## src/core/cbs_pkg.sv

```systemverilog
package cbs_pkg;
    localparam logic [15:0] CBS_RESET_ADDR = 16'h0000;
    localparam logic [15:0] CBS_NMI_ADDR = 16'h0066;
    localparam logic [1:0] CBS_IM0 = 2'h0;
    localparam logic [1:0] CBS_RESET_START = 2'h2;
    localparam int CBS_REFRESH_BITS = 7;
    localparam int CBS_IO_AUTO_WAITS = 1;
    localparam int CBS_ACK_AUTO_WAITS = 2;

    typedef enum logic [1:0] {
        CBS_CYC_FETCH = 2'b00,
        CBS_CYC_MEM = 2'b01,
        CBS_CYC_IO = 2'b10,
        CBS_CYC_ACK = 2'b11
    } cbs_cyc_e;

    typedef enum logic [2:0] {
        CBS_ST_START = 3'b000,
        CBS_ST_T1 = 3'b001,
        CBS_ST_T2 = 3'b010,
        CBS_ST_TW = 3'b011,
        CBS_ST_T3 = 3'b100,
        CBS_ST_T4 = 3'b101,
        CBS_ST_HOLD = 3'b110
    } cbs_state_e;
endpackage

```

## src/core/cbs_sequencer.sv

```systemverilog
`timescale 1ns/1ps
// Functional notes
// - memory_request_n low only while address holds a valid memory address.
// - non-maskable request beats maskable, ignores enable flag, restarts at 0066h.
// - read_strobe_n low when data wanted; target drives data with it.
// - reset clears enable flag, counter, vector page, refresh counter; mode 0.
// - during reset buses float and controls inactive.
// - two T cycles after reset release, then first fetch at 0000.
// - refresh strobe in fetch T3/T4, memory request with it in T3 only, refresh row on low bits.
// - wait states inserted while wait input sampled active.
// - write_strobe_n only while written data is stable.
// - machine cycles are three or more T states, lengthened by waits.
// - fetch puts program counter on address, then request and read strobe.
// - other memory cycles use request and read strobe as fetch does.
// - I/O cycles get exactly one automatic wait state.
// - maskable request sampled at final T state of each instruction.
// - acknowledge fetch uses io_request_n; interrupter supplies 8-bit vector.
// - acknowledge cycle has two automatic wait states.
// - non-maskable response is a read with data ignored, then restart.
// - hold request sampled at last T of cycle; float at next edge.
// - after halt, no-operation fetches with stopped indicator until interrupt.
// - bus_hold_grant_n low tells requester the bus is floating.
// - first_cycle_marker_n marks fetch with memory, acknowledge with io request.
// - maskable request honoured only when enable flag set.
module cbs_sequencer
    import cbs_pkg::*;
(
    input wire logic clk,
    input wire logic srst,
    input wire logic reset_n,
    input wire logic wait_n,
    input wire logic maskable_irq_n,
    input wire logic nonmaskable_irq_n,
    input wire logic bus_hold_request_n,
    input wire logic [7:0] data_in,
    input wire logic cyc_req,
    input wire logic [1:0] cyc_kind,
    input wire logic cyc_write,
    input wire logic [15:0] cyc_addr,
    input wire logic [7:0] cyc_wdata,
    input wire logic cyc_last,
    input wire logic halt_cmd,
    input wire logic irq_enable_set,
    input wire logic irq_enable_clr,
    input wire logic [7:0] vector_page_wdata,
    input wire logic vector_page_we,
    output logic cyc_done,
    output logic [7:0] read_data,
    output logic [15:0] addr_out,
    output logic addr_oe_n,
    output logic [7:0] data_out,
    output logic data_oe_n,
    output logic memory_request_n,
    output logic io_request_n,
    output logic read_strobe_n,
    output logic write_strobe_n,
    output logic ctrl_oe_n,
    output logic first_cycle_marker_n,
    output logic refresh_strobe_n,
    output logic stopped_indicator_n,
    output logic bus_hold_grant_n,
    output logic irq_enable_flag,
    output logic [1:0] irq_mode,
    output logic [15:0] program_counter,
    output logic [7:0] vector_page_register,
    output logic [7:0] refresh_counter_register,
    output logic nmi_taken,
    output logic irq_taken
);

////////////////////////////////////////////////////////////////////////////////
// pin synchronisers
logic [1:0] rst_s_q, wait_s_q, int_s_q, nmi_s_q, hold_s_q;
always_ff @(posedge clk) begin
    rst_s_q <= {rst_s_q[0], reset_n};
    wait_s_q <= {wait_s_q[0], wait_n};
    int_s_q <= {int_s_q[0], maskable_irq_n};
    nmi_s_q <= {nmi_s_q[0], nonmaskable_irq_n};
    hold_s_q <= {hold_s_q[0], bus_hold_request_n};
end
wire in_reset = srst || !rst_s_q[1];
wire wait_act = !wait_s_q[1];
wire int_act = !int_s_q[1];
wire nmi_act = !nmi_s_q[1];
wire hold_act = !hold_s_q[1];

////////////////////////////////////////////////////////////////////////////////
// sequencer state
cbs_state_e state_q, state_d;
cbs_cyc_e kind_q;
logic write_q, last_q, halted_q, nmi_pend_q, nmi_resp_q, nmi_prev_q;
logic [1:0] start_q, autow_q;
logic [15:0] addr_q;
logic [7:0] wdata_q;
logic phase_q;

wire is_fetch = (kind_q == CBS_CYC_FETCH);
wire is_ack = (kind_q == CBS_CYC_ACK);
wire is_io = (kind_q == CBS_CYC_IO);
wire end_of_cycle = (state_q == CBS_ST_T4) || (state_q == CBS_ST_T3 && !is_fetch && !is_ack);
wire instr_end = end_of_cycle && (last_q || halted_q);
// sample at last T of the instruction; nmi first, int gated by flag
// edge, not level: a held request must not restart the service routine again
wire nmi_edge = nmi_act && !nmi_prev_q;
wire take_nmi = instr_end && (nmi_edge || nmi_pend_q);
wire take_int = instr_end && !take_nmi && int_act && irq_enable_flag;
wire go_hold = end_of_cycle && hold_act;
// refresh uses T3/T4 of a fetch; no auto-wait in fetch
wire wait_sample = (state_q == CBS_ST_T2) || (state_q == CBS_ST_TW);
wire extend = wait_sample && (autow_q != 2'h0 || wait_act);
wire [1:0] autow_init = is_io ? 2'(CBS_IO_AUTO_WAITS) : (is_ack ? 2'(CBS_ACK_AUTO_WAITS) : 2'h0);

always_comb begin
    state_d = state_q;
    case (state_q)
        CBS_ST_START: if (start_q == 2'h1) state_d = hold_act ? CBS_ST_HOLD : CBS_ST_T1;
        CBS_ST_T1: state_d = CBS_ST_T2;
        CBS_ST_T2: state_d = extend ? CBS_ST_TW : CBS_ST_T3;
        CBS_ST_TW: state_d = extend ? CBS_ST_TW : CBS_ST_T3;
        CBS_ST_T3: if (is_fetch || is_ack) state_d = CBS_ST_T4;
            else state_d = go_hold ? CBS_ST_HOLD : CBS_ST_T1;
        CBS_ST_T4: state_d = go_hold ? CBS_ST_HOLD : CBS_ST_T1;
        CBS_ST_HOLD: state_d = hold_act ? CBS_ST_HOLD : CBS_ST_T1;
        default: state_d = CBS_ST_START;
    endcase
end

// next cycle chosen at cycle end: nmi, int ack, halt fetch or caller's request
// two start states exactly: leave when the count reaches one
wire begin_next = (state_q == CBS_ST_START && start_q == 2'h1) || end_of_cycle;
always_ff @(posedge clk) begin
    if (in_reset) begin
        state_q <= CBS_ST_START;
        start_q <= CBS_RESET_START;
        kind_q <= CBS_CYC_FETCH;
        write_q <= 1'b0;
        last_q <= 1'b0;
        halted_q <= 1'b0;
        nmi_pend_q <= 1'b0;
        nmi_resp_q <= 1'b0;
        nmi_prev_q <= 1'b0;
        autow_q <= 2'h0;
        addr_q <= CBS_RESET_ADDR;
        wdata_q <= 8'h00;
        program_counter <= CBS_RESET_ADDR;
        irq_enable_flag <= 1'b0;
        irq_mode <= CBS_IM0;
        vector_page_register <= 8'h00;
        refresh_counter_register <= 8'h00;
        nmi_taken <= 1'b0;
        irq_taken <= 1'b0;
    end else begin
        state_q <= state_d;
        nmi_taken <= 1'b0;
        irq_taken <= 1'b0;
        if (start_q != 2'h0) start_q <= start_q - 2'h1;
        nmi_prev_q <= nmi_act;
        if (nmi_edge && !instr_end) nmi_pend_q <= 1'b1;
        if (vector_page_we) vector_page_register <= vector_page_wdata;
        if (irq_enable_set) irq_enable_flag <= 1'b1;
        else if (irq_enable_clr) irq_enable_flag <= 1'b0;
        if (state_q == CBS_ST_T1) autow_q <= autow_init;
        else if (extend && autow_q != 2'h0) autow_q <= autow_q - 2'h1;
        if (state_q == CBS_ST_T4 && is_fetch)
            refresh_counter_register[CBS_REFRESH_BITS-1:0] <=
                refresh_counter_register[CBS_REFRESH_BITS-1:0] + 7'h1;
        if (begin_next) begin
            nmi_resp_q <= 1'b0;
            if (take_nmi) begin
                nmi_pend_q <= 1'b0;
                irq_enable_flag <= 1'b0;
                halted_q <= 1'b0;
                nmi_taken <= 1'b1;
                nmi_resp_q <= 1'b1;
                kind_q <= CBS_CYC_FETCH;
                write_q <= 1'b0;
                last_q <= 1'b1;
                addr_q <= program_counter;
                program_counter <= CBS_NMI_ADDR;
            end else if (take_int) begin
                irq_enable_flag <= 1'b0;
                halted_q <= 1'b0;
                irq_taken <= 1'b1;
                kind_q <= CBS_CYC_ACK;
                write_q <= 1'b0;
                last_q <= 1'b1;
                addr_q <= program_counter;
            end else if (halted_q || (halt_cmd && instr_end)) begin
                halted_q <= 1'b1;
                kind_q <= CBS_CYC_FETCH;
                write_q <= 1'b0;
                last_q <= 1'b1;
                addr_q <= program_counter;
            end else if (cyc_req) begin
                kind_q <= cbs_cyc_e'(cyc_kind);
                write_q <= cyc_write && (cyc_kind == CBS_CYC_MEM || cyc_kind == CBS_CYC_IO);
                last_q <= cyc_last;
                if (cyc_kind == CBS_CYC_FETCH) begin
                    addr_q <= program_counter;
                    program_counter <= program_counter + 16'h0001;
                end else begin
                    addr_q <= cyc_addr;
                end
                wdata_q <= cyc_wdata;
            end else begin
                kind_q <= CBS_CYC_FETCH;
                write_q <= 1'b0;
                last_q <= 1'b1;
                addr_q <= program_counter;
                program_counter <= program_counter + 16'h0001;
            end
        end
    end
end

////////////////////////////////////////////////////////////////////////////////
// strobes; phase_q is high only in the T state after T1, registered from the T1 decode
always_ff @(posedge clk) begin
    if (in_reset) phase_q <= 1'b0;
    else phase_q <= (state_q == CBS_ST_T1);
end

wire on_bus = (state_q != CBS_ST_START) && (state_q != CBS_ST_HOLD) && !in_reset;
wire in_t2_t3 = (state_q == CBS_ST_T2) || (state_q == CBS_ST_TW) || (state_q == CBS_ST_T3);
wire refresh_t = is_fetch && (state_q == CBS_ST_T4 || (state_q == CBS_ST_T3 && phase_q == 1'b0)) && on_bus;
wire req_phase = on_bus && (in_t2_t3 || (state_q == CBS_ST_T1 && phase_q));
wire mem_rd = req_phase && !is_io && !is_ack && !write_q && !(is_fetch && state_q == CBS_ST_T3 && !phase_q);
wire mem_cycle = req_phase && !is_io && !is_ack;

always_comb begin
    memory_request_n = 1'b1;
    io_request_n = 1'b1;
    read_strobe_n = 1'b1;
    write_strobe_n = 1'b1;
    refresh_strobe_n = 1'b1;
    first_cycle_marker_n = 1'b1;
    if (refresh_t) begin
        memory_request_n = (state_q == CBS_ST_T4);
        refresh_strobe_n = 1'b0;
    end else if (mem_cycle) begin
        memory_request_n = 1'b0;
        read_strobe_n = write_q;
        write_strobe_n = !(write_q && state_q != CBS_ST_T1);
    end
    if (on_bus && (is_io || is_ack) && in_t2_t3) begin
        io_request_n = 1'b0;
        read_strobe_n = !(is_io && !write_q);
        write_strobe_n = !(is_io && write_q && state_q != CBS_ST_T2);
    end
    if (on_bus && (is_fetch || is_ack) && !refresh_t && (state_q != CBS_ST_T4))
        first_cycle_marker_n = 1'b0;
    if (mem_rd && is_fetch) read_strobe_n = 1'b0;
end

wire [15:0] refresh_addr = {vector_page_register, 1'b0, refresh_counter_register[CBS_REFRESH_BITS-1:0]};
// registered bus: choose from the next state so the row stands in T3 and T4;
// T1 may still show the old address, harmless as no request is low then
wire refresh_next = is_fetch && (state_d == CBS_ST_T3 || state_d == CBS_ST_T4) && !in_reset;
always_ff @(posedge clk) begin
    addr_out <= refresh_next ? refresh_addr : addr_q;
    data_out <= wdata_q;
end

// float on reset and during hold; grant when floating for a requester
assign addr_oe_n = !on_bus;
assign ctrl_oe_n = !on_bus;
assign data_oe_n = !(on_bus && write_q && state_q != CBS_ST_T1);
assign bus_hold_grant_n = !(state_q == CBS_ST_HOLD && !in_reset);
assign stopped_indicator_n = !halted_q;

// data sampled at T3; nmi response data is discarded
always_ff @(posedge clk) begin
    if (in_reset) begin
        read_data <= 8'h00;
        cyc_done <= 1'b0;
    end else begin
        cyc_done <= end_of_cycle && !nmi_resp_q;
        if (state_q == CBS_ST_T3 && !write_q && !nmi_resp_q) read_data <= data_in;
    end
end

////////////////////////////////////////////////////////////////////////////////
AST_IO_ONE_WAIT: assert property (@(posedge clk) disable iff (in_reset)
    (state_q == CBS_ST_T1 && is_io) |=> ##1 (state_q == CBS_ST_TW))
    else $error("io cycle lacks its wait state");
AST_ACK_TWO_WAITS: assert property (@(posedge clk) disable iff (in_reset)
    (state_q == CBS_ST_T1 && is_ack) |=> ##1 (state_q == CBS_ST_TW) [*2])
    else $error("acknowledge cycle lacks two waits");
AST_MIN_THREE_T: assert property (@(posedge clk) disable iff (in_reset)
    (state_q == CBS_ST_T1) |=> (state_q != CBS_ST_T1) ##1 (state_q != CBS_ST_T1))
    else $error("machine cycle shorter than three states");
AST_NMI_VECTOR: assert property (@(posedge clk) disable iff (in_reset)
    take_nmi && begin_next |=> program_counter == CBS_NMI_ADDR)
    else $error("nmi did not restart at service address");
AST_INT_MASKED: assert property (@(posedge clk) disable iff (in_reset)
    irq_taken |-> $past(irq_enable_flag))
    else $error("maskable request taken while disabled");
AST_GRANT_FLOAT: assert property (@(posedge clk) disable iff (in_reset)
    !bus_hold_grant_n |-> addr_oe_n && ctrl_oe_n && data_oe_n)
    else $error("grant given while driving bus");
AST_IOREQ_EXCL: assert property (@(posedge clk) disable iff (in_reset)
    !io_request_n |-> memory_request_n)
    else $error("memory and io request together");
AST_HALT_SHOW: assert property (@(posedge clk) disable iff (in_reset)
    halted_q && !take_nmi && !take_int |=> !stopped_indicator_n)
    else $error("stopped indicator dropped without interrupt");
AST_WR_DATA: assert property (@(posedge clk) disable iff (in_reset)
    !write_strobe_n |-> !data_oe_n)
    else $error("write strobe without driven data");
AST_REFRESH_STROBE_N_MEMORY_REQUEST_N: assert property (@(posedge clk) disable iff (in_reset)
    (!refresh_strobe_n && state_q == CBS_ST_T3) |-> !memory_request_n)
    else $error("refresh strobe without memory request");
AST_REFRESH_STROBE_N_ROW: assert property (@(posedge clk) disable iff (in_reset)
    !refresh_strobe_n |-> addr_out[CBS_REFRESH_BITS-1:0] == refresh_counter_register[CBS_REFRESH_BITS-1:0])
    else $error("refresh row not on address bus");
AST_RESET_FLOAT: assert property (@(posedge clk)
    in_reset |-> addr_oe_n && data_oe_n && ctrl_oe_n && bus_hold_grant_n)
    else $error("bus driven during reset");
AST_START_TWO: assert property (@(posedge clk) disable iff (in_reset)
    $fell(in_reset) |-> (state_q == CBS_ST_START) ##1 (state_q == CBS_ST_START) ##1 (state_q != CBS_ST_START))
    else $error("start phase not two states");
AST_ACK_KIND: assert property (@(posedge clk) disable iff (in_reset)
    irq_taken |-> kind_q == CBS_CYC_ACK)
    else $error("accepted interrupt without acknowledge cycle");
AST_MEMORY_REQUEST_N_VALID: assert property (@(posedge clk) disable iff (in_reset)
    (!memory_request_n && refresh_strobe_n) |-> addr_out == addr_q)
    else $error("memory request without cycle address");
AST_HOLD_ENTRY: assert property (@(posedge clk) disable iff (in_reset)
    go_hold |=> !bus_hold_grant_n)
    else $error("hold request not granted at next edge");
AST_WR_NO_RD: assert property (@(posedge clk) disable iff (in_reset)
    !write_strobe_n |-> read_strobe_n)
    else $error("read and write strobes together");
AST_REFRESH_STROBE_N_COUNT: assert property (@(posedge clk) disable iff (in_reset)
    (state_q == CBS_ST_T4 && is_fetch) |=> refresh_counter_register[CBS_REFRESH_BITS-1:0] ==
        $past(refresh_counter_register[CBS_REFRESH_BITS-1:0]) + 7'h1)
    else $error("refresh row did not advance");
endmodule

```

## config.mk

```make
export PLATFORM = sky130hd
export DESIGN_NAME = cbs_sequencer
export DESIGN_NICKNAME = d
export VERILOG_FILES = /design/src/core/cbs_pkg.sv /design/src/core/cbs_sequencer.sv
export SDC_FILE = /design/constraint.sdc
export NUM_CORES = 1
export LEC_CHECK = 0
export BUFFER_PORTS_ARGS = -buffer_cell sky130_fd_sc_hd__buf_2
export CAP_MARGIN = 20
export CORE_MARGIN = 1.5
export CORE_UTILIZATION = 47
export CTS_CLUSTER_SIZE = 8
export DETAILED_ROUTE_END_ITERATION = 7
export PLACE_DENSITY = 0.8
export SETUP_SLACK_MARGIN = 0.5
export SYNTH_ARGS = -nofsm -noshare
export SYNTH_HDL_FRONTEND = slang
export SYNTH_SLANG_ARGS = --single-unit
```

## constraint.sdc

```tcl
create_clock -name clk -period 2.07 [get_ports clk]
set_input_delay 0.3105 -clock clk [delete_from_list [all_inputs] [get_ports clk]]
set_output_delay 0.3105 -clock clk [all_outputs]
set_load 0.01 [all_outputs]
```

Word-level counts from Yosys, hierarchy flattened
Cells that the tools add are included.
{"block": "word_totals", "reg_bits": 117, "input_bits": 56, "output_inout_bits": 81, "elab_cells": 216}
{"block": "op_classes", "n_addsub": 4, "n_eq_ne": 20, "mux": 58, "bitwise_logic": 5, "reduce_logical": 100}
{"operator": "16-bit 2-to-1 mux", "count": 11}
{"operator": "1-bit logical AND", "count": 47}
{"operator": "1-bit 2-to-1 mux", "count": 33}
{"operator": "1-bit zero test", "count": 24}
{"operator": "3-bit case mux with 6 select lines", "count": 1}
{"operator": "16-bit by 1-bit adder with 16-bit output (second input constant)", "count": 1}
{"operator": "2-bit 2-to-1 mux", "count": 8}
{"operator": "3-bit equality test (second input constant)", "count": 5}
{"operator": "1-bit logical OR", "count": 15}
{"operator": "3-bit 2-to-1 mux", "count": 5}
{"operator": "7-bit by 1-bit adder with 7-bit output (second input constant)", "count": 1}
{"operator": "2-bit equality test (second input constant)", "count": 3}
{"operator": "3-bit by 2-bit equality test with 1-bit output (second input constant)", "count": 2}
{"operator": "3-bit by 1-bit != test with 1-bit output (second input constant)", "count": 2}
{"operator": "3-bit != test (second input constant)", "count": 2}
{"operator": "2-bit nonzero test", "count": 3}
{"operator": "3-bit nonzero test", "count": 2}
{"operator": "1-bit NOT", "count": 5}
{"operator": "5-bit AND reduction", "count": 1}
{"operator": "2-bit by 1-bit equality test with 1-bit output (second input constant)", "count": 2}
{"operator": "2-bit zero test", "count": 2}
{"operator": "2-bit != test (second input constant)", "count": 2}
{"operator": "4-bit AND reduction", "count": 1}
{"operator": "2-bit OR reduction", "count": 2}
{"operator": "other kinds (6)", "count": 7}

Depth between registers and ports, before layout
Gate-level depths: netlist of run 1.
{"block": "depth", "depth_word": 14, "mapped_depth": 9, "ltp_nobuf": 7}

Least setup slack after synthesis of run 1
OpenSTA, ideal clock, no wires.
{"block": "synth_path", "kind": "flip-flop to flip-flop", "from": "register kind_q[0]", "to": "register addr_out[10]", "setup_ns": 0.121, "arrival_time_ns": 1.944, "t_required_ns": 1.949, "path_slack_ns": 0.005, "stages_incl_launch_ff": 8, "path_buffers": 1, "period_less_slack_ns": 2.065, "path_cell_list": "dfxtp_1 > inv_1 > ha_1 > o31ai_1 > a32oi_1 > nor3b_2 > buf_4 > mux2_2"}
{"block": "synth_via", "elab_chain_len": 14, "elab_cells_between_ends": 18}
{"item": "start: declaration", "line_no": "cbs_sequencer.sv:90", "source": "cbs_cyc_e kind_q;"}
{"item": "start signal: assignment", "line_no": "cbs_sequencer.sv:195", "source": "kind_q <= cbs_cyc_e'(cyc_kind);"}
{"item": "2-bit zero test", "line_no": "cbs_sequencer.sv:97", "source": "wire is_fetch = (kind_q == CBS_CYC_FETCH);"}
{"item": "1-bit zero test", "line_no": "cbs_sequencer.sv:100", "source": "wire end_of_cycle = (state_q == CBS_ST_T4) || (state_q == CBS_ST_T3 && !is_fetch && !is_ack);"}
{"item": "1-bit logical AND (2 in a row)", "line_no": "cbs_sequencer.sv:100"}
{"item": "1-bit logical OR", "line_no": "cbs_sequencer.sv:100"}
{"item": "1-bit logical AND", "line_no": "cbs_sequencer.sv:107", "source": "wire go_hold = end_of_cycle && hold_act;"}
{"item": "3-bit 2-to-1 mux", "line_no": "cbs_sequencer.sv:121, cbs_sequencer.sv:122"}
{"item": "3-bit 2-to-1 mux", "line_no": "cbs_sequencer.sv:120", "source": "CBS_ST_T3: if (is_fetch || is_ack) state_d = CBS_ST_T4;"}
{"item": "3-bit case mux with 6 select lines", "line_no": "cbs_sequencer.sv:115", "source": "case (state_q)"}
{"item": "3-bit equality test", "line_no": "cbs_sequencer.sv:258", "source": "wire refresh_next = is_fetch && (state_d == CBS_ST_T3 || state_d == CBS_ST_T4) && !in_reset;"}
{"item": "1-bit logical OR", "line_no": "cbs_sequencer.sv:258"}
{"item": "1-bit logical AND (*) (2 in a row)", "line_no": "cbs_sequencer.sv:258"}
{"item": "16-bit 2-to-1 mux (*)", "line_no": "cbs_sequencer.sv:260", "source": "addr_out <= refresh_next ? refresh_addr : addr_q;"}
{"item": "end signal: assignment", "line_no": "cbs_sequencer.sv:260"}
{"item": "end: declaration", "line_no": "cbs_sequencer.sv:49", "source": "output logic [15:0] addr_out,"}
Mark *: on every way between the ends. The rest lies on a longest branch, timed or not.
A chain may end at the register's enable or synchronous reset.

Worst setup path in the final report of run 1
{"block": "layout_path", "from": "register state_q[1]", "to": "output write_strobe_n"}
{"block": "layout_via", "elab_chain_len": 10, "elab_cells_between_ends": 31}
{"item": "start: declaration", "line_no": "cbs_sequencer.sv:89", "source": "cbs_state_e state_q, state_d;"}
{"item": "start signal: assignment", "line_no": "cbs_sequencer.sv:153", "source": "state_q <= state_d;"}
{"item": "3-bit by 2-bit equality test with 1-bit output", "line_no": "cbs_sequencer.sv:224", "source": "wire in_t2_t3 = (state_q == CBS_ST_T2) || (state_q == CBS_ST_TW) || (state_q == CBS_ST_T3);"}
{"item": "1-bit logical OR (2 in a row)", "line_no": "cbs_sequencer.sv:224"}
{"item": "1-bit logical OR", "line_no": "cbs_sequencer.sv:226", "source": "wire req_phase = on_bus && (in_t2_t3 || (state_q == CBS_ST_T1 && phase_q));"}
{"item": "1-bit logical AND", "line_no": "cbs_sequencer.sv:226"}
{"item": "1-bit logical AND (2 in a row)", "line_no": "cbs_sequencer.sv:228", "source": "wire mem_cycle = req_phase && !is_io && !is_ack;"}
{"item": "1-bit 2-to-1 mux", "line_no": "cbs_sequencer.sv:240", "source": "end else if (mem_cycle) begin"}
{"item": "1-bit 2-to-1 mux", "line_no": "cbs_sequencer.sv:237", "source": "if (refresh_t) begin"}
{"item": "1-bit 2-to-1 mux (*)", "line_no": "cbs_sequencer.sv:245", "source": "if (on_bus && (is_io || is_ack) && in_t2_t3) begin"}
{"item": "end: declaration", "line_no": "cbs_sequencer.sv:56", "source": "output logic write_strobe_n,"}
Marked as above.

==> results.md, run 1 <==
- Io pins: 137
- PwrDens: 745 nW/um^2
- Violated checks: setup timing
- Final core utilization: 79.3%
- P_sw: 0.00130 W
- Num CTS Buffers: 17
- Vias in the first global route: 4680
- Commonest non-fill, non-tap cell in the layout: buf_2
- Remaining Overflow, GRT: 0
- Antenna violations before repair: 0
- Synth Instances: 496
- Vias per cell: 6.02
- Comb pwr share: 7.2%
- TritonRoute pass-1 iters: 5
- Mapped Area: 4740 sq um
- Detailed-route via count: 5169
- Min Clock Period, post-route: 2.26 ns
- Chip Width: 103 um
- Die footprint: 10700 sq um
- # setup viols final: 44
- Root Buffer: clkbuf_8
- Setup TNS: -2.51 ns
- Largest net degree at the start of global routing: 18
- Share of the yosys chip area belonging to registers: 49.4%
- Die Height: 103 um
- Layout cells sized above 1: 53.1%
- Min-Delay Path Class: in -> reg
- Fin. Hold Viols: 0
- Initial Util: 48.5%
- Total Wirelength: 19300 um
- Synth Area in Simple Gates: 16.3%
- Post-synthesis compound-gate area fraction: 15.0%
- Hold path depth: 3
- DR WL/cell: 22.5 um
- Status: finished, violations left
- RSZ-0062 raised after global routing: yes
- CP Capture Type: output port
- # diodes: 0
- Area Growth Syn to Fin: 63.6%
- CTS max path bufs: 2
- Yosys top cell area share: 49.4%
- Fmax: 443 MHz
- Synth unique cells: 59
- Port buffer count: 133
- Reg-to-Reg End: last_q
- Core area: 9770 sq um
- Layout Skew: 0.0100 ns
- Post-DP HPWL: 8900 um
- Worst reg-to-reg setup slack: -0.10 ns
- Worst Reg-to-Reg Cells: 9
- Multiplexer share of the synthesized area: 11.0%
- LEAKAGE: 3.27 nW
- Worst-path maximum fanout: 8
- Prevailing post-synth register cell: dfxtp_1
- Crit path arrival time: 1.95 ns
- Global-route wire length before repair: 23600 um
- Most frequent cells in the layout: buf_2 (130), dfxtp_1 (108), buf_4 (41)
- Clock sinks: 117
- Critical path class: reg -> out
- Max_cap viols: 0
- Post-synthesis adder-cell area fraction: 2.38%
- Pins Over Slew Limit: 0
- Startpoint types: register
- Starting DRC count in detailed routing: 505
- Yosys warnings: 0
- Hold path start: data_in[7]
- Setup ws final: -0.187 ns
- Gpl congestion: 0.898
- Yosys top cell by area: dfxtp_1
- CTS tree: done
- Max IR drop VDD: 808 uV
- Synth area leaders: dfxtp_1 (49%), mux2i_1 (7.2%), o21ai_0 (4.4%), mux2_2 (3.8%), a21oi_1 (3.7%)
- Later-pin clock latency in the skew report: 0.54 ns
- Post-synthesis average cell area: 9.56 sq um
- Detailed-route DRC error count: 0
- Int Power: 0.00448 W
- Htree depth: 4
- Post-synth EDFFs: 0
- Final period util: 109%
- Clk slew on worst S/H paths: 0.06 ns
- Relative slew slack: 53.3%
- Switching Share: 22.5%
- Detail Route Antenna Nets: 0
- Ys async rst share: 0%
- Slew of the pin with the lowest slew margin: 0.693 ns
- Reg2Reg Launch Point: state_q[2]
- Fin nets: 779
- Number of synthesized register bits: 117
- Worst hold path endpoint: read_data[7]
- Clk pwr share: 53.0%
- Total GRT Usage: 29.7%
- Sequential share of power: 39.8%
- Dominant combinational cell family by area after synthesis: simple AND/OR/NAND/NOR gates
- Critical path required time: 1.76 ns
- Synth Area in XOR/XNOR: 1.85%
- Number of placement rows: 36
- Worst hold margin: 0.00580 ns
-- per-stage QoR --
stage / worst slack [ns] / instance area [sq um] / cells / power (W)
finish: -0.187 / 7750 / 858 / 0.00577
global route: -0.288 / 7750 / 858 / 0.00591
CTS: -0.0842 / 7220 / 837 / 0.00563
detailed placement: 0.0189 / 5760 / 762 / 0.00259
global placement: 0.118 / 5760 / 762 / 0.00259
floorplan: 0.172 / 4900 / 498 / 0.00249
-- layout make-up --
class | count | area, sq um
multi-input combinational | 341 | 2950
sequential | 117 | 2370
fill | 545 | 2020
timing repair buffer | 221 | 1610
clock buffer | 21 | 449
tap | 133 | 166
clock inverter | 9 | 151
inverter | 16 | 62.6
-- routing by layer --
metal  up-vias  global-route usage, %  part of all wire (%)
met5         -                      0                     0
met4         0                   18.1                   6.1
met3       121                   6.12                   9.1
met1      2461                   35.6                    37
met2       401                   49.0                    48
li1       2186                      -                     -
-- worst max-delay path, stage by stage (launching register included) --
cell and delay [ns]:
dfxtp_4 0.39, buf_6 0.14, nor2b_4 0.15, buf_6 0.17
nand2_1 0.10, a211oi_2 0.23, nor2_1 0.08, buf_2 0.15
-- sequential cells by signal, summed over array words and instances (netlist names), 2 cells and up --
register                  flops
program_counter              16
addr_out                     16
addr_q                       16
autow_q                       2
wait_s_q                      2
start_q                       2
read_data                     8
hold_s_q                      2
rst_s_q                       2
nmi_s_q                       2
kind_q                        2
vector_page_register          8
data_out                      8
wdata_q                       8
state_q                       3
refresh_counter_register      7
int_s_q                       2
-- synth_stat cells, drive strengths merged, types with 10 or more instances --
cell type	n
mux2i	34
clkbuf	11
o21ai	45
buf	14
or3	12
nor2b	10
nor2	39
nand2	45
a21oi	35
nand3	18
inv	16
dfxtp	117
mux2	16
-- logic make-up after synthesis --
logic type               count (synthesis)
flip-flops                             117
buffers and inverters                   41
multiplexers                            50
adder cells (fa/ha/maj)                  9
AND/OR/NAND/NOR                        156
AO/OA/AOI/OAI                          112
other                                    1
XOR/XNOR                                10
-- what timing repair did --
item	CTS	global route
hold buffers	5	0
gates resized for setup	108	84
setup endpoints to repair	88	88
hold endpoints to repair	5	0
setup buffers	38	20
cloned	2	1
pin swaps	33	44
-- power by group through the flow --
stage	logic [W]	clock network, W	registers (W)
5_1_grt	0.000432	0.00318	0.00230
3_5_place_dp	0.000251	0	0.00234
6_report	0.000416	0.00306	0.00230
3_3_place_gp	0.000246	0	0.00234
4_1_cts	0.000345	0.00299	0.00229
2_1_floorplan	0.000144	0	0.00234
-- worst max path at each step --
stage	to	start	slack, ns	depth (start not counted)
CTS	first_cycle_marker_n	state_q[0]	-0.08	6
floorplan	addr_out[10]	kind_q[1]	0.17	7
global route	write_strobe_n	state_q[0]	-0.29	7
detailed placement	addr_q[12]	start_q[1]	0.02	7
finish	write_strobe_n	state_q[1]	-0.19	7
global placement	addr_out[3]	state_q[1]	0.12	5
Note: power is estimated with default switching activity, not from simulation.
==> run 2: changes to the inputs <==
--- a/config.mk
+++ b/config.mk
@@ -13,2 +13,3 @@
 export DETAILED_ROUTE_END_ITERATION = 7
+export MAX_ROUTING_LAYER = met4
 export PLACE_DENSITY = 0.8
==> constraint.sdc (replaced) <==
create_clock -name clk -period 2.07 [get_ports clk]
set_input_delay 0.207 -clock clk [delete_from_list [all_inputs] [get_ports clk]]
set_output_delay 0.207 -clock clk [all_outputs]
set_load 0.01 [all_outputs]
==> results.md, run 2 (same netlist as run 1, synthesis figures left out) <==
- LEAKAGE: 3.43 nW (+4.9%)
- Relative slew slack: 63.5% (+10 points)
- Min Clock Period, post-route: 2.39 ns (+0.129 ns)
- Violated checks: setup timing
- Most used cell, CP: buf_6
- Cell Count, Final, Fillers Out: 889 (+3.6%)
- Hold path depth: 4 (+1)
- Critical path class: reg -> out
- Worst Reg-to-Reg Cells: 10 (+1)
- PwrDens: 747 nW/um^2 (+0.32%)
- Register area: 2360 sq um (-0.21%)
- Reg2Reg Launch Point: kind_q[1]
- Worst hold margin: 0.0281 ns (+0.0223 ns)
- Core area: 9770 sq um (unchanged)
- Layout cells sized above 1: 48.3% (-4.8 points)
- Io pins: 137 (unchanged)
- Vias per cell: 6.13 (+1.7%)
- Clk pwr share: 54.3% (+1.3 points)
- Worst reg-to-reg setup slack: -0.02 ns (+0.08 ns)
- Later-pin clock latency in the skew report: 0.54 ns (about the same)
- Total GRT Usage: 33.7% (+4.0 points)
- Vias in the first global route: 4933 (+5.4%)
- Max IR drop VDD: 623 uV (-23%)
- CP Capture Type: output port
- Die Height: 103 um (unchanged)
- Cell area after layout: 8040 sq um (+3.6%)
- # diodes: 0 (unchanged)
- Min-Delay Path Class: in -> reg
- RSZ-0062 raised after global routing: yes
- Worst hold path endpoint: irq_enable_flag
- Int Power: 0.00467 W (+4.3%)
- Port buffer count: 133 (unchanged)
- Layout Skew: 0.0124 ns (+0.00234 ns)
- Antenna violations before repair: 0 (unchanged)
- Max_cap viols: 0 (unchanged)
- Clk slew on worst S/H paths: 0.06 ns (about the same)
- Detail Route Antenna Nets: 0 (unchanged)
- DR WL/cell: 23.3 um (+3.4%)
- Setup Slack @ Placement: 0.0634 ns (+0.0445 ns)
- Global-route wire length before repair: 25800 um (+9.3%)
- Most frequent cells in the layout: buf_2 (133), dfxtp_1 (110), dlygate4sd3_1 (47)
- Crit path arrival time: 2.18 ns (+0.23 ns)
- # setup viols final: 10 (-77%)
- Area Growth Syn to Fin: 69.6%
- Comb pwr share: 7.5% (+0.3 points)
- Remaining Overflow, GRT: 0 (unchanged)
- P_sw: 0.00133 W (+2.8%)
- Root Buffer: clkbuf_8
- Dpl cell area: 5730 sq um (-0.52%)
- Worst-path maximum fanout: 4 (-4)
- Detailed-route DRC error count: 0 (unchanged)
- Slowest stage cell, crit path: dfxtp_4
- Setup ws final: -0.316 ns (-0.129 ns)
- Hold path start: irq_enable_clr
- Switching Share: 22.2% (-0.26 points)
- Startpoint types: register
- Fmax: 419 MHz (-5.4%)
- CP max stage delay: 0.36 ns (-0.03 ns)
- Sequential share of power: 38.2% (-1.6 points)
- Placed cell count: 760 (-0.26%)
- Layout fillers: 470 (-14%)
- Commonest non-fill, non-tap cell in the layout: buf_2
- TritonRoute pass-1 iters: 7 (+2)
- Detailed-route via count: 5447 (+5.4%)
- Die footprint: 10700 sq um (unchanged)
- Crit-path cells: buf_6 -> nor3b_4 -> buf_6 -> o2bb2ai_4 -> a21oi_1 -> nor4_2 -> nor2_1 -> buf_2
- Final period util: 115% (+6.2 points)
- Fin. Hold Viols: 0 (unchanged)
- Number of placement rows: 36 (unchanged)
- Total Wirelength: 20700 um (+7.1%)
- Reg-to-Reg End: addr_q[9]
- Starting DRC count in detailed routing: 582 (+15%)
- Initial Util: 48.5% (unchanged)
- Biggest regs: addr_out: 16 flops, addr_q: 16 flops, program_counter: 16 flops
- Gpl congestion: 0.916 (+1.9%)
- Largest net degree at the start of global routing: 24 (+6)
- Htree depth: 4 (unchanged)
- Clock sinks: 117 (unchanged)
- CTS tree: done
- Multi-input combinational cell area: 2950 sq um (about the same)
- CTS max path bufs: 2 (unchanged)
- Pins Over Slew Limit: 0 (unchanged)
- Status: finished, violations left
- Delay-heaviest family, CP: simple AND/OR/NAND/NOR gates
- Chip Width: 103 um (unchanged)
- Fin nets: 808 (+3.7%)
- CP Buf/Inv Count: 3 (unchanged)
- Num CTS Buffers: 17 (unchanged)
- Slew of the pin with the lowest slew margin: 0.548 ns (-0.145 ns)
- Critical path required time: 1.86 ns (+0.10 ns)
- Post-DP HPWL: 8940 um (+0.50%)
run 2: tightest hold or removal path, cell delays in order:
cell     delay [ns]
buf_2          0.08
inv_1          0.03
a21oi_1        0.14
nor3_1         0.06
run 2: per-stage QoR:
step | total power (W) | util, % | TNS [ns]
after floorplan | 0.00249 | - | 0
after global placement | 0.00258 | 58.6 | 0
after detailed placement | 0.00259 | 58.6 | 0
after CTS | 0.00584 | 77.3 | -0.311
after global routing | 0.00611 | 82.2 | -2.10
final | 0.00600 | 82.2 | -1.36
run 2: what timing repair did:
item / in CTS / in global routing
buffers inserted: 26 / 16
gates cloned: 6 / 2
gates resized for setup: 107 / 79
endpoints found under the setup margin: 86 / 94
hold endpoints to repair: 46 / 1
hold buffers: 46 / 1
pin swaps: 48 / 31
run 2: power by group through the flow:
stage	logic (W)	clock network [W]	registers (W)
final	0.000450	0.00326	0.00230
after global routing	0.000464	0.00335	0.00230
after CTS	0.000379	0.00317	0.00229
after detailed placement	0.000245	0	0.00234
after global placement	0.000238	0	0.00234
after floorplan	0.000144	0	0.00234
run 2: worst max-delay path by stage:
| stage | startpoint | end | depth (start not counted) |
|---|---|---|---|
| 6_report | state_q[1] | write_strobe_n | 8 |
| 4_1_cts | state_q[0] | write_strobe_n | 8 |
| 5_1_grt | state_q[1] | write_strobe_n | 8 |
| 2_1_floorplan | kind_q[1] | addr_out[10] | 7 |
| 3_3_place_gp | start_q[1] | last_q | 8 |
| 3_5_place_dp | start_q[1] | addr_q[13] | 7 |
run 2: final cells by class:
type / count / area share (%)
clock buffers: 23 / 5.81
clock inverters: 9 / 2.15
inverters: 16 / 0.778
multi-input cells: 345 / 36.7
flip-flops and latches: 117 / 29.4
well taps: 133 / 2.07
repair buffers: 246 / 23.1
run 2: routing by layer:
metal	up-vias	global-route usage, %	routed length (um)
met5	-	-	0
met4	0	21.2	1380
met3	154	7.26	2220
met2	510	52.3	9470
met1	2538	39.8	7610
li1	2245	-	-
